--- config.mk ---
export PLATFORM = sky130hd
export DESIGN_NAME = cie_execute
export DESIGN_NICKNAME = d
export VERILOG_FILES = /design/src/core/cie_pkg.sv /design/src/core/cie_execute.sv
export SDC_FILE = /design/constraint.sdc
export NUM_CORES = 1
export LEC_CHECK = 0
export BUFFER_PORTS_ARGS = -buffer_cell sky130_fd_sc_hd__buf_2
export CAP_MARGIN = 25
export CORE_ASPECT_RATIO = 2
export CORE_UTILIZATION = 30
export CTS_CLUSTER_SIZE = 25
export DETAILED_ROUTE_END_ITERATION = 8
export HOLD_SLACK_MARGIN = 0.06
export PLACE_DENSITY = 0.56
export RECOVER_POWER = 100
export SETUP_SLACK_MARGIN = 0.1
export SLEW_MARGIN = 20
export SYNTH_ARGS = -nofsm -noshare
export SYNTH_HDL_FRONTEND = slang
export SYNTH_SLANG_ARGS = --single-unit
--- constraint.sdc ---
create_clock -name i_ref_clk -period 3.9 [get_ports i_ref_clk]
set_input_delay 0.585 -clock i_ref_clk [delete_from_list [all_inputs] [get_ports i_ref_clk]]
set_output_delay 0.585 -clock i_ref_clk [all_outputs]
set_load 0.01 [all_outputs]
--- src/core/cie_pkg.sv ---
// Package for the instruction execute subset: opcodes, flags, reset values
package cie_pkg;

    localparam int DATA_W = 8;
    localparam int ADDR_W = 7;

    // Direction register selectors
    localparam logic [6:0] DIR_SEL_A = 7'h05;
    localparam logic [6:0] DIR_SEL_B = 7'h06;
    localparam logic [6:0] DIR_SEL_C = 7'h07;

    // Reset values
    localparam logic [7:0] ACC_RST = 8'h00;
    localparam logic [7:0] DIR_RST = 8'hff;
    localparam logic [7:0] WDT_CLEAR = 8'h00;
    localparam logic [7:0] PRESCALE_CLEAR = 8'h00;

    // Destination bit values
    localparam logic DEST_ACC = 1'b0;
    localparam logic DEST_FILE = 1'b1;

    typedef enum logic [3:0] {
        CIE_OP_NONE,
        CIE_OP_ROTATE_RIGHT_THROUGH_CARRY,
        CIE_OP_LITERAL_MINUS_ACCUMULATOR,
        CIE_OP_FILE_MINUS_ACCUMULATOR,
        CIE_OP_FILE_MINUS_ACCUMULATOR_BORROW,
        CIE_OP_NIBBLE_EXCHANGE,
        CIE_OP_DIRECTION_LOAD,
        CIE_OP_EXCLUSIVE_OR_LITERAL,
        CIE_OP_EXCLUSIVE_OR_FILE,
        CIE_OP_SLEEP
    } cie_op_type;

    // One decoded instruction
    typedef struct packed {
        cie_op_type op;
        logic [6:0] file_addr;
        logic dest;
        logic [7:0] literal;
    } cie_instr_type;

    // Arithmetic status flags
    typedef struct packed {
        logic zero;
        logic nibble_carry_flag;
        logic carry;
    } cie_flags_type;

    // File register write request
    typedef struct packed {
        logic en;
        logic [6:0] addr;
        logic [7:0] data;
    } cie_fwrite_type;

endpackage

--- src/core/cie_execute.sv ---
// Execute stage for the rotate, subtract, swap, xor, direction-load and sleep instructions
//----------------------------------------------------------------------
//----------------------------------------------------------------------
`timescale 1ns/1ps
`default_nettype none

module cie_execute
(
    input wire logic i_ref_clk, // Core clock, 200 MHz
    input wire logic i_resetn, // Synchronous reset, active low
    input wire logic i_valid, // Instruction present this cycle
    input wire cie_pkg::cie_instr_type i_instr, // Decoded instruction
    input wire logic [7:0] i_file_rdata, // Addressed file register contents
    input wire logic i_wake, // Wake-up condition
    output logic [7:0] o_accumulator, // Working register
    output cie_pkg::cie_flags_type o_flags, // Carry, nibble carry, zero
    output cie_pkg::cie_fwrite_type o_file_write, // File register write pulse
    output logic [7:0] o_port_a_direction, // Port A direction register
    output logic [7:0] o_port_b_direction, // Port B direction register
    output logic [7:0] o_port_c_direction, // Port C direction register
    output logic [7:0] o_watchdog_counter, // Watchdog count
    output logic [7:0] o_watchdog_prescaler, // Watchdog prescaler count
    output logic o_watchdog_expiry_flag, // Expiry status, high when not expired
    output logic o_power_down_flag, // Power-down status
    output logic o_sleeping, // Execution halted
    output logic o_osc_stop // Oscillator stop request
);

    //------------------------------------------------------------------
    // Arithmetic helpers
    //------------------------------------------------------------------
    // a - b - !nb where nb is the not-borrow carry, returns {carry, nibble carry, result}
    function automatic logic [9:0] sub_op(input logic [7:0] a, input logic [7:0] b, input logic nb);
        logic [8:0] full;
        logic [4:0] low;
        full = {1'b0, a} + {1'b0, ~b} + {8'h00, nb};
        low = {1'b0, a[3:0]} + {1'b0, ~b[3:0]} + {4'h0, nb};
        sub_op = {full[8], low[4], full[7:0]};
    endfunction

    function automatic logic is_zero(input logic [7:0] r);
        is_zero = (r == 8'h00);
    endfunction

    //------------------------------------------------------------------
    // Result and flag computation
    //------------------------------------------------------------------
    logic [7:0] acc_q;
    logic [7:0] acc_d;
    cie_pkg::cie_flags_type flags_q;
    cie_pkg::cie_flags_type flags_d;
    logic [7:0] result;
    logic has_result;
    logic [9:0] sub_res;
    logic sleeping_q;
    logic go;

    assign go = i_valid && !sleeping_q;

    always_comb
    begin
        result = 8'h00;
        has_result = 1'b0;
        flags_d = flags_q;
        sub_res = 10'h000;
        unique case (i_instr.op)
            cie_pkg::CIE_OP_ROTATE_RIGHT_THROUGH_CARRY:
            begin
                result = {flags_q.carry, i_file_rdata[7:1]};
                flags_d.carry = i_file_rdata[0];
                has_result = 1'b1;
            end
            cie_pkg::CIE_OP_LITERAL_MINUS_ACCUMULATOR:
            begin
                sub_res = sub_op(i_instr.literal, acc_q, 1'b1);
                result = sub_res[7:0];
                flags_d.carry = sub_res[9];
                flags_d.nibble_carry_flag = sub_res[8];
                flags_d.zero = is_zero(result);
                has_result = 1'b1;
            end
            cie_pkg::CIE_OP_FILE_MINUS_ACCUMULATOR:
            begin
                sub_res = sub_op(i_file_rdata, acc_q, 1'b1);
                result = sub_res[7:0];
                flags_d.carry = sub_res[9];
                flags_d.nibble_carry_flag = sub_res[8];
                flags_d.zero = is_zero(result);
                has_result = 1'b1;
            end
            cie_pkg::CIE_OP_FILE_MINUS_ACCUMULATOR_BORROW:
            begin
                sub_res = sub_op(i_file_rdata, acc_q, flags_q.carry);
                result = sub_res[7:0];
                flags_d.carry = sub_res[9];
                flags_d.nibble_carry_flag = sub_res[8];
                flags_d.zero = is_zero(result);
                has_result = 1'b1;
            end
            cie_pkg::CIE_OP_NIBBLE_EXCHANGE:
            begin
                result = {i_file_rdata[3:0], i_file_rdata[7:4]};
                has_result = 1'b1;
            end
            cie_pkg::CIE_OP_EXCLUSIVE_OR_LITERAL:
            begin
                result = acc_q ^ i_instr.literal;
                flags_d.zero = is_zero(result);
                has_result = 1'b1;
            end
            cie_pkg::CIE_OP_EXCLUSIVE_OR_FILE:
            begin
                result = acc_q ^ i_file_rdata;
                flags_d.zero = is_zero(result);
                has_result = 1'b1;
            end
            default:
            begin
                result = 8'h00;
            end
        endcase
    end

    // Literal-only ops always land in the accumulator
    logic lit_op;
    logic to_file;
    assign lit_op = (i_instr.op == cie_pkg::CIE_OP_LITERAL_MINUS_ACCUMULATOR)
                 || (i_instr.op == cie_pkg::CIE_OP_EXCLUSIVE_OR_LITERAL);
    assign to_file = has_result && !lit_op && (i_instr.dest == cie_pkg::DEST_FILE);

    always_comb
    begin
        acc_d = acc_q;
        if (go && has_result && !to_file)
        begin
            acc_d = result;
        end
    end

    //------------------------------------------------------------------
    // Accumulator and flags
    //------------------------------------------------------------------
    always_ff @(posedge i_ref_clk)
    begin
        if (!i_resetn)
        begin
            acc_q <= cie_pkg::ACC_RST;
        end
        else
        begin
            acc_q <= acc_d;
        end
    end

    always_ff @(posedge i_ref_clk)
    begin
        if (!i_resetn)
        begin
            flags_q <= '0;
        end
        else if (go)
        begin
            flags_q <= flags_d;
        end
    end

    //------------------------------------------------------------------
    // File register write
    //------------------------------------------------------------------
    cie_pkg::cie_fwrite_type fw_q;

    always_ff @(posedge i_ref_clk)
    begin
        if (!i_resetn)
        begin
            fw_q <= '0;
        end
        else
        begin
            fw_q.en <= go && to_file;
            fw_q.addr <= i_instr.file_addr;
            fw_q.data <= result;
        end
    end

    //------------------------------------------------------------------
    // Direction registers
    //------------------------------------------------------------------
    logic [7:0] dir_a_q;
    logic [7:0] dir_b_q;
    logic [7:0] dir_c_q;
    logic dir_go;
    assign dir_go = go && (i_instr.op == cie_pkg::CIE_OP_DIRECTION_LOAD);

    always_ff @(posedge i_ref_clk)
    begin
        if (!i_resetn)
        begin
            dir_a_q <= cie_pkg::DIR_RST;
            dir_b_q <= cie_pkg::DIR_RST;
            dir_c_q <= cie_pkg::DIR_RST;
        end
        else if (dir_go)
        begin
            if (i_instr.file_addr == cie_pkg::DIR_SEL_A) dir_a_q <= acc_q;
            if (i_instr.file_addr == cie_pkg::DIR_SEL_B) dir_b_q <= acc_q;
            if (i_instr.file_addr == cie_pkg::DIR_SEL_C) dir_c_q <= acc_q;
        end
    end

    //------------------------------------------------------------------
    // Sleep, watchdog and power status
    //------------------------------------------------------------------
    logic [7:0] wdt_q;
    logic [7:0] pre_q;
    logic expiry_q;
    logic pd_q;
    logic sleep_go;
    assign sleep_go = go && (i_instr.op == cie_pkg::CIE_OP_SLEEP);

    // Free-running watchdog; sleep clears count and prescaler
    always_ff @(posedge i_ref_clk)
    begin
        if (!i_resetn || sleep_go)
        begin
            wdt_q <= cie_pkg::WDT_CLEAR;
            pre_q <= cie_pkg::PRESCALE_CLEAR;
        end
        else
        begin
            pre_q <= pre_q + 8'h01;
            if (pre_q == 8'hff)
            begin
                wdt_q <= wdt_q + 8'h01;
            end
        end
    end

    always_ff @(posedge i_ref_clk)
    begin
        if (!i_resetn)
        begin
            expiry_q <= 1'b1;
            pd_q <= 1'b1;
        end
        else if (sleep_go)
        begin
            expiry_q <= 1'b1;
            pd_q <= 1'b0;
        end
    end

    always_ff @(posedge i_ref_clk)
    begin
        if (!i_resetn)
        begin
            sleeping_q <= 1'b0;
        end
        else if (sleep_go)
        begin
            sleeping_q <= 1'b1;
        end
        else if (i_wake)
        begin
            sleeping_q <= 1'b0;
        end
    end

    //------------------------------------------------------------------
    // Outputs
    //------------------------------------------------------------------
    assign o_accumulator = acc_q;
    assign o_flags = flags_q;
    assign o_file_write = fw_q;
    assign o_port_a_direction = dir_a_q;
    assign o_port_b_direction = dir_b_q;
    assign o_port_c_direction = dir_c_q;
    assign o_watchdog_counter = wdt_q;
    assign o_watchdog_prescaler = pre_q;
    assign o_watchdog_expiry_flag = expiry_q;
    assign o_power_down_flag = pd_q;
    assign o_sleeping = sleeping_q;
    assign o_osc_stop = sleeping_q;

    //------------------------------------------------------------------
    // Assertions
    //------------------------------------------------------------------
    property p_rotate;
        @(posedge i_ref_clk) disable iff (!i_resetn)
        go && i_instr.op == cie_pkg::CIE_OP_ROTATE_RIGHT_THROUGH_CARRY
        |=> o_flags.carry == $past(i_file_rdata[0]) && o_flags.zero == $past(flags_q.zero);
    endproperty
    a_rotate: assert property (p_rotate) else $error("rotate carry wrong");

    property p_dest;
        @(posedge i_ref_clk) disable iff (!i_resetn)
        go && has_result && !lit_op && i_instr.dest == cie_pkg::DEST_FILE
        |=> o_file_write.en && o_accumulator == $past(acc_q);
    endproperty
    a_dest: assert property (p_dest) else $error("file destination wrong");

    property p_lit_sub;
        @(posedge i_ref_clk) disable iff (!i_resetn)
        go && i_instr.op == cie_pkg::CIE_OP_LITERAL_MINUS_ACCUMULATOR
        |=> o_accumulator == 8'($past(i_instr.literal) - $past(acc_q))
            && o_flags.carry == ($past(acc_q) <= $past(i_instr.literal));
    endproperty
    a_lit_sub: assert property (p_lit_sub) else $error("literal subtract wrong");

    property p_file_sub;
        @(posedge i_ref_clk) disable iff (!i_resetn)
        go && i_instr.op == cie_pkg::CIE_OP_FILE_MINUS_ACCUMULATOR
        |=> o_flags.nibble_carry_flag == ($past(acc_q[3:0]) <= $past(i_file_rdata[3:0]));
    endproperty
    a_file_sub: assert property (p_file_sub) else $error("nibble carry wrong");

    property p_swap;
        @(posedge i_ref_clk) disable iff (!i_resetn)
        go && i_instr.op == cie_pkg::CIE_OP_NIBBLE_EXCHANGE
        |=> o_flags == $past(flags_q);
    endproperty
    a_swap: assert property (p_swap) else $error("swap changed flags");

    property p_dir;
        @(posedge i_ref_clk) disable iff (!i_resetn)
        dir_go && i_instr.file_addr == cie_pkg::DIR_SEL_B |=> o_port_b_direction == $past(acc_q);
    endproperty
    a_dir: assert property (p_dir) else $error("direction load wrong");

    property p_sleep;
        @(posedge i_ref_clk) disable iff (!i_resetn)
        sleep_go |=> o_watchdog_counter == 8'h00 && o_watchdog_expiry_flag && !o_power_down_flag && o_sleeping;
    endproperty
    a_sleep: assert property (p_sleep) else $error("sleep effects wrong");

    property p_halt;
        @(posedge i_ref_clk) disable iff (!i_resetn)
        sleeping_q && !i_wake |=> $stable(o_accumulator) && !o_file_write.en;
    endproperty
    a_halt: assert property (p_halt) else $error("executed while asleep");

    property p_zero;
        @(posedge i_ref_clk) disable iff (!i_resetn)
        go && i_instr.op == cie_pkg::CIE_OP_EXCLUSIVE_OR_LITERAL
        |=> o_flags.zero == ((acc_q) == 8'h00) && o_flags.carry == $past(flags_q.carry);
    endproperty
    a_zero: assert property (p_zero) else $error("zero flag wrong");

endmodule

`default_nettype wire

---- Yosys cells after proc, flatten, opt, wreduce, memory -nomap -nowiden ----
Cells that the tools add are included.
word-level totals
  word-level logic and storage cells ...... 80
  register bits after elaboration ......... 69
  input bits .............................. 32
  output and inout bits ................... 71
cells by class
  muxes and demuxes ....................... 7
  bitwise gates (word level) .............. 4
  reduce and logical (&&, ||, !) cells .... 30
  add/subtract/negate cells ............... 12
  eq/ne operators ......................... 13
operator list
  cell                                                                   number
  8-bit one-hot mux with 7 select lines                                  1
  8-bit zero test                                                        5
  7-bit by 3-bit equality test with 1-bit output, second input constant  3
  8-bit by 8-bit adder with 9-bit output                                 2
  9-bit by 1-bit adder with 9-bit output, second input constant          2
  8-bit by 1-bit adder with 8-bit output, second input constant          2
  4-bit by 3-bit equality test with 1-bit output, second input constant  4
  8-bit bitwise XOR                                                      2
  2-bit AND reduction                                                    6
  4-bit by 4-bit adder with 5-bit output                                 2
  5-bit by 1-bit adder with 5-bit output, second input constant          2
  9-bit by 1-bit adder with 9-bit output                                 1
  4-bit by 2-bit equality test with 1-bit output, second input constant  2
  4-bit equality test, second input constant                             2
  8-bit equality test, second input constant                             1
  1-bit logical AND                                                      8
  8-bit NOT                                                              1
  7-bit OR reduction                                                     1
  5-bit by 1-bit adder with 5-bit output                                 1
  1-bit one-hot mux with 5 select lines                                  1
  5-bit nonzero test                                                     1
  4-bit by 1-bit equality test with 1-bit output, second input constant  1
  1-bit zero test                                                        4
  4-bit NOT                                                              1
  other kinds (7)                                                        10

---- Longest topological paths before layout ----
  depth after elaboration ................. 7
  mapped depth ............................ 12
  depth with buffers taken out ............ 12

---- Least setup slack after synthesis ----
Ideal clock, no wire load.
  path type ............................... input -> register
  start point ............................. input port i_file_rdata[0]
  end point ............................... register acc_q[6] (netlist: o_accumulator[6])
  path slack .............................. 1.005 ns
  library setup time ...................... 0.134 ns
  buffers on the path ..................... 0
  required time ........................... 3.766 ns
  cell stages on the path ................. 10
  data arrival time ....................... 2.761 ns
  path through ............................ ha_1 inv_1 fa_1 nand2b_2 a21o_2 a311oi_2 nor3_1 xnor2_1 a221oi_2 a211oi_1
on the way
  word-level cells in the longest chain between the ends .. 3
  elaborated cells between the ends (all ways) .. 4
  classes of those cells .................. add/sub: 3; mux: 1
RTL lines
  element                                     line                text
  start: declaration                          cie_execute.sv:13   input wire logic [7:0] i_file_rdata,
  8-bit by 8-bit adder with 9-bit output (*)  cie_execute.sv:36   full = {1'b0, a} + {1'b0, ~b} + {8'h00, nb};
  9-bit by 1-bit adder with 9-bit output      cie_execute.sv:36
  8-bit one-hot mux with 7 select lines (*)   cie_execute.sv:66   unique case (i_instr.op)
  end signal: assignment                      cie_execute.sv:147  acc_q <= cie_pkg::ACC_RST;
  end: declaration                            cie_execute.sv:48   logic [7:0] acc_q;
Every way passes the cells marked *; elsewhere a longest branch is shown, timed or not.
A chain may end at the register's enable or synchronous reset.

---- Final worst setup path ----
  start point ............................. register acc_q[0] (netlist: o_accumulator[0])
  end point ............................... register acc_q[6] (netlist: o_accumulator[6])
on the way
  word-level cells in the longest chain between the ends .. 4
  elaborated cells between the ends (all ways) .. 7
  classes of those cells .................. add/sub: 5; mux: 1; bitwise: 1
RTL lines
  element                                    line
  8-bit NOT (*)                              cie_execute.sv:36
  8-bit by 8-bit adder with 9-bit output     cie_execute.sv:36
  9-bit by 1-bit adder with 9-bit output     cie_execute.sv:36
  8-bit one-hot mux with 7 select lines (*)  cie_execute.sv:66
Marked as above.

==> flow_summary_export.csv <==
group,metric,value,unit
critical_path,worstRegToRegCells,11,
critical_path,crit_path_end,"o_accumulator[6]$_SDFFE_PN0P_",
clocking,clock_path_buffers,2,
outcome,violations,"capacitance limit, slew limit",
floorplan,die_w,88.98,µm
sta,relSlewSlack,-7.356,%
global_route,grt_pass1_vias,4366,
power,p_leak,2.037,nW
critical_path,startpoint,"o_accumulator[0]$_SDFFE_PN0P_",
sta,fin_setup_tns,0,ps
route,via_per_inst,5.371,
yosys,synth_edf_count,0,
clocking,clk_latency,330,ps
yosys,async_reset_ff_share,0,%
clocking,ctsHoldBuffers,0,
yosys,synthDistinctLibCells,86,
clocking,tritoncts,"built",
sta,clock_skew,5.231,ps
critical_path,crit_path_max_fanout,5,
route,wirelength,15420,µm
critical_path,critPathBufInv,2,
floorplan,dieArea,15660,µm²
clocking,clockRootBuffer,"clkbuf_16",
floorplan,die_h,176.0,µm
clocking,numCtsBuffers,9,
critical_path,cp.required,4080,ps
finish,layout-drive-gt1-share,12.18,%
clocking,clkSinkCount,69,
finish,fin_nets,675,
yosys,synth.avg_cell_area,8.630,µm²
power,finalPower,0.002002,W
yosys,synth_area_leaders,"dfxtp_1 30%, ha_1 6.1%, nor2_1 4.4%",
route,wire_per_inst,18.82,µm
sta,setup_ws,443.9,ps
global_route,grt_max_degree,40,
route,drcViolationCount,0,
global_route,grt_overflow,0,
critical_path,path_delay_family,"compound AO/OA/AOI/OAI gates",
clocking,postCtsSetupBuffers,0,
sta,worst_slew_pin_slew,1610,ps
yosys,syn_inst,526,
hold_path,hp-start,"o_power_down_flag$_SDFFE_PN1P_",
yosys,synthSimpleGateAreaFrac,23.84,%
finish,syn2layout_area_growth,16.90,%
sta,hold_viol_final,0,
placement,hpwl,12460,µm
critical_path,timing.reg2reg.setup_slack,440,ps
run,maxCapViolations,1,
sta,fmax,289.3,MHz
finish,nFillCells,1645,
yosys,synth_most_common_cell,"dfxtp_1",
critical_path,cp-end-kind,"flop",
route,drt_iter0_drc,224,
critical_path,r2r-start,"o_accumulator[0]$_SDFFE_PN0P_",
critical_path,crit_type,"reg -> reg",
finish,regArea,1381,µm²
critical_path,critPathMostFrequentCell,"inv_1",
placement,place_ws,612.7,ps
critical_path,cp.depth,11,
route,num_vias,4399,
hold_path,holdPathStages,2,
yosys,ys_warn_count,0,
critical_path,cpMaxStageDelayCell,"a311oi_1",
critical_path,slowest_delay,740,ps
yosys,synth_xor_area_share,7.828,%
route,dr.pass1.iters,5,
floorplan,core,14820,µm²
critical_path,regToRegEndpoint,"o_accumulator[6]$_SDFFE_PN0P_",
global_route,track_usage,20.02,%
sta,rsz0062_at_grt,"false",
finish,diodes,0,
yosys,synthFlopType,"dfxtp_1",
hold_path,holdCritPathClass,"reg -> reg",
route,final_antenna_net_count,0,
power,max-vdd-ir-drop,0.1777,mV
yosys,yosys.area.top_type,"dfxtp_1",
yosys,synth_nets,582,
yosys,yosysTopAreaCellShare,30.43,%
yosys,yosys.area_share.adder,6.946,%
critical_path,critPathArrivalTime,3640,ps
sta,fin_crit_sh,88.62,%
critical_path,start_kind,"flop",
placement,io_buffers,101,
clocking,htreeDepth,3,
clocking,cts_resized,0,
sta,min_period,3456,ps
critical_path,crit_chain,"inv_1 -> ha_1 -> inv_1 -> fa_1 -> nand2b_1 -> a21o_1 -> a311oi_1 -> nor3_1 -> xnor2_1 -> a221oi_2 -> a211oi_1",
sta,slew_viol_final,40,
yosys,synth_top_family_by_area,"simple AND/OR/NAND/NOR gates",
floorplan,num_io_pins,103,
yosys,seq_area_frac_synth,30.43,%
sta,setup_viol,0,
global_route,antenna_found_initial,0,
floorplan,start_util,30.63,%
outcome,outcome,"finished with violations",
floorplan,num_rows,63,
global_route,grt_pass1_wl,23250,µm
yosys,ys_ff_latch,69,
finish,multi_input_area,2855,µm²
yosys,synthMuxAreaShare,2.922,%
power,cellPowerDensity,377.3,nW/µm²
yosys,synthTopCellsByCount,"69 x dfxtp_1, 53 x nor2_1, 50 x nand2_1, 26 x a21oi_1, 25 x inv_1",
clocking,clk_pin_slew,60,ps
placement,gp_congestion,0.9780,
yosys,synth_compound_area_share,22.52,%
yosys,syn_area,4539,µm²
-- layout by cell type, fill, tap and decap left out, drive strengths merged, types with 7 or more instances in the layout --
master	netlist	final
inv	25	25
and3	7	7
and2	10	10
clkbuf	11	81
a211oi	11	11
o21ai	18	18
nand2	51	51
o211ai	22	22
dfxtp	69	69
nand4	10	10
nor3	11	11
ha	22	22
buf	13	35
nand3	10	10
a221oi	7	7
nand2b	12	12
mux2i	11	11
nor2	55	55
xor2	16	16
xnor2	19	19
a21oi	26	26
-- layout make-up --
cell class	count	area share [%]
multi-input cells	408	53.81
flip-flops and latches	69	26.03
repair buffers	106	8.559
well taps	195	4.598
clock buffers	10	4.504
inverters	25	1.768
clock inverters	6	0.7310
-- worst min-delay path by stage --
stage,end
after floorplan,o_power_down_flag$_SDFFE_PN1P_
after global placement,o_power_down_flag$_SDFFE_PN1P_
after detailed placement,o_power_down_flag$_SDFFE_PN1P_
after CTS,o_power_down_flag$_SDFFE_PN1P_
after global routing,o_file_write[10]$_SDFF_PN0_
final,o_power_down_flag$_SDFFE_PN1P_
-- cells by family after synthesis --
| family | count (synthesis) |
|---|---|
| AO/OA/AOI/OAI | 133 |
| XOR/XNOR | 36 |
| adder cells (fa/ha/maj) | 24 |
| buffers and inverters | 49 |
| flip-flops | 69 |
| multiplexers | 13 |
| other | 1 |
| AND/OR/NAND/NOR | 201 |
-- report_power, final --
| part | switching (W) | internal, W |
|---|---|---|
| combinational | 0.000332 | 0.000189 |
| clock | 0.000297 | 0.000444 |
| sequential | 0.0000157 | 0.000724 |
-- per-layer routing --
layer  up-vias  routed length [µm]  part of all wire, %  track usage [%]
li1       2097                   -                    -                -
met1      2074                5226                   34            18.82
met2       175                8397                   54            37.37
met3        53                 650                  4.2            2.431
met4         0                1142                  7.4            15.67
met5         -                   0                    0                0
-- registers in the layout, summed over array words and instances, names as in the netlist --
name and flops:
o_file_write 16, o_port_b_direction 8, o_power_down_flag 1, o_port_c_direction 8
o_accumulator 8, o_flags 3, o_osc_stop 1, o_watchdog_counter 8
o_port_a_direction 8, o_watchdog_prescaler 8
-- worst min-delay path: cells and delay by family (launching register included) --
kind / cells / cell delay [ps]
flops: 1 / 310
simple gates: 2 / 90
-- stage by stage --
step                      instance area, µm²  hold slack, ps  instances  util, %
final                                   5306           442.9        819    35.81
after global routing                    5306           479.9        819    35.81
after CTS                               5458           446.1        819    36.83
after detailed placement                5180           436.7        803    34.95
after global placement                  5180           432.1        803    34.95
after floorplan                         4539           466.6        526        -
(Power assumes the default switching activity.)
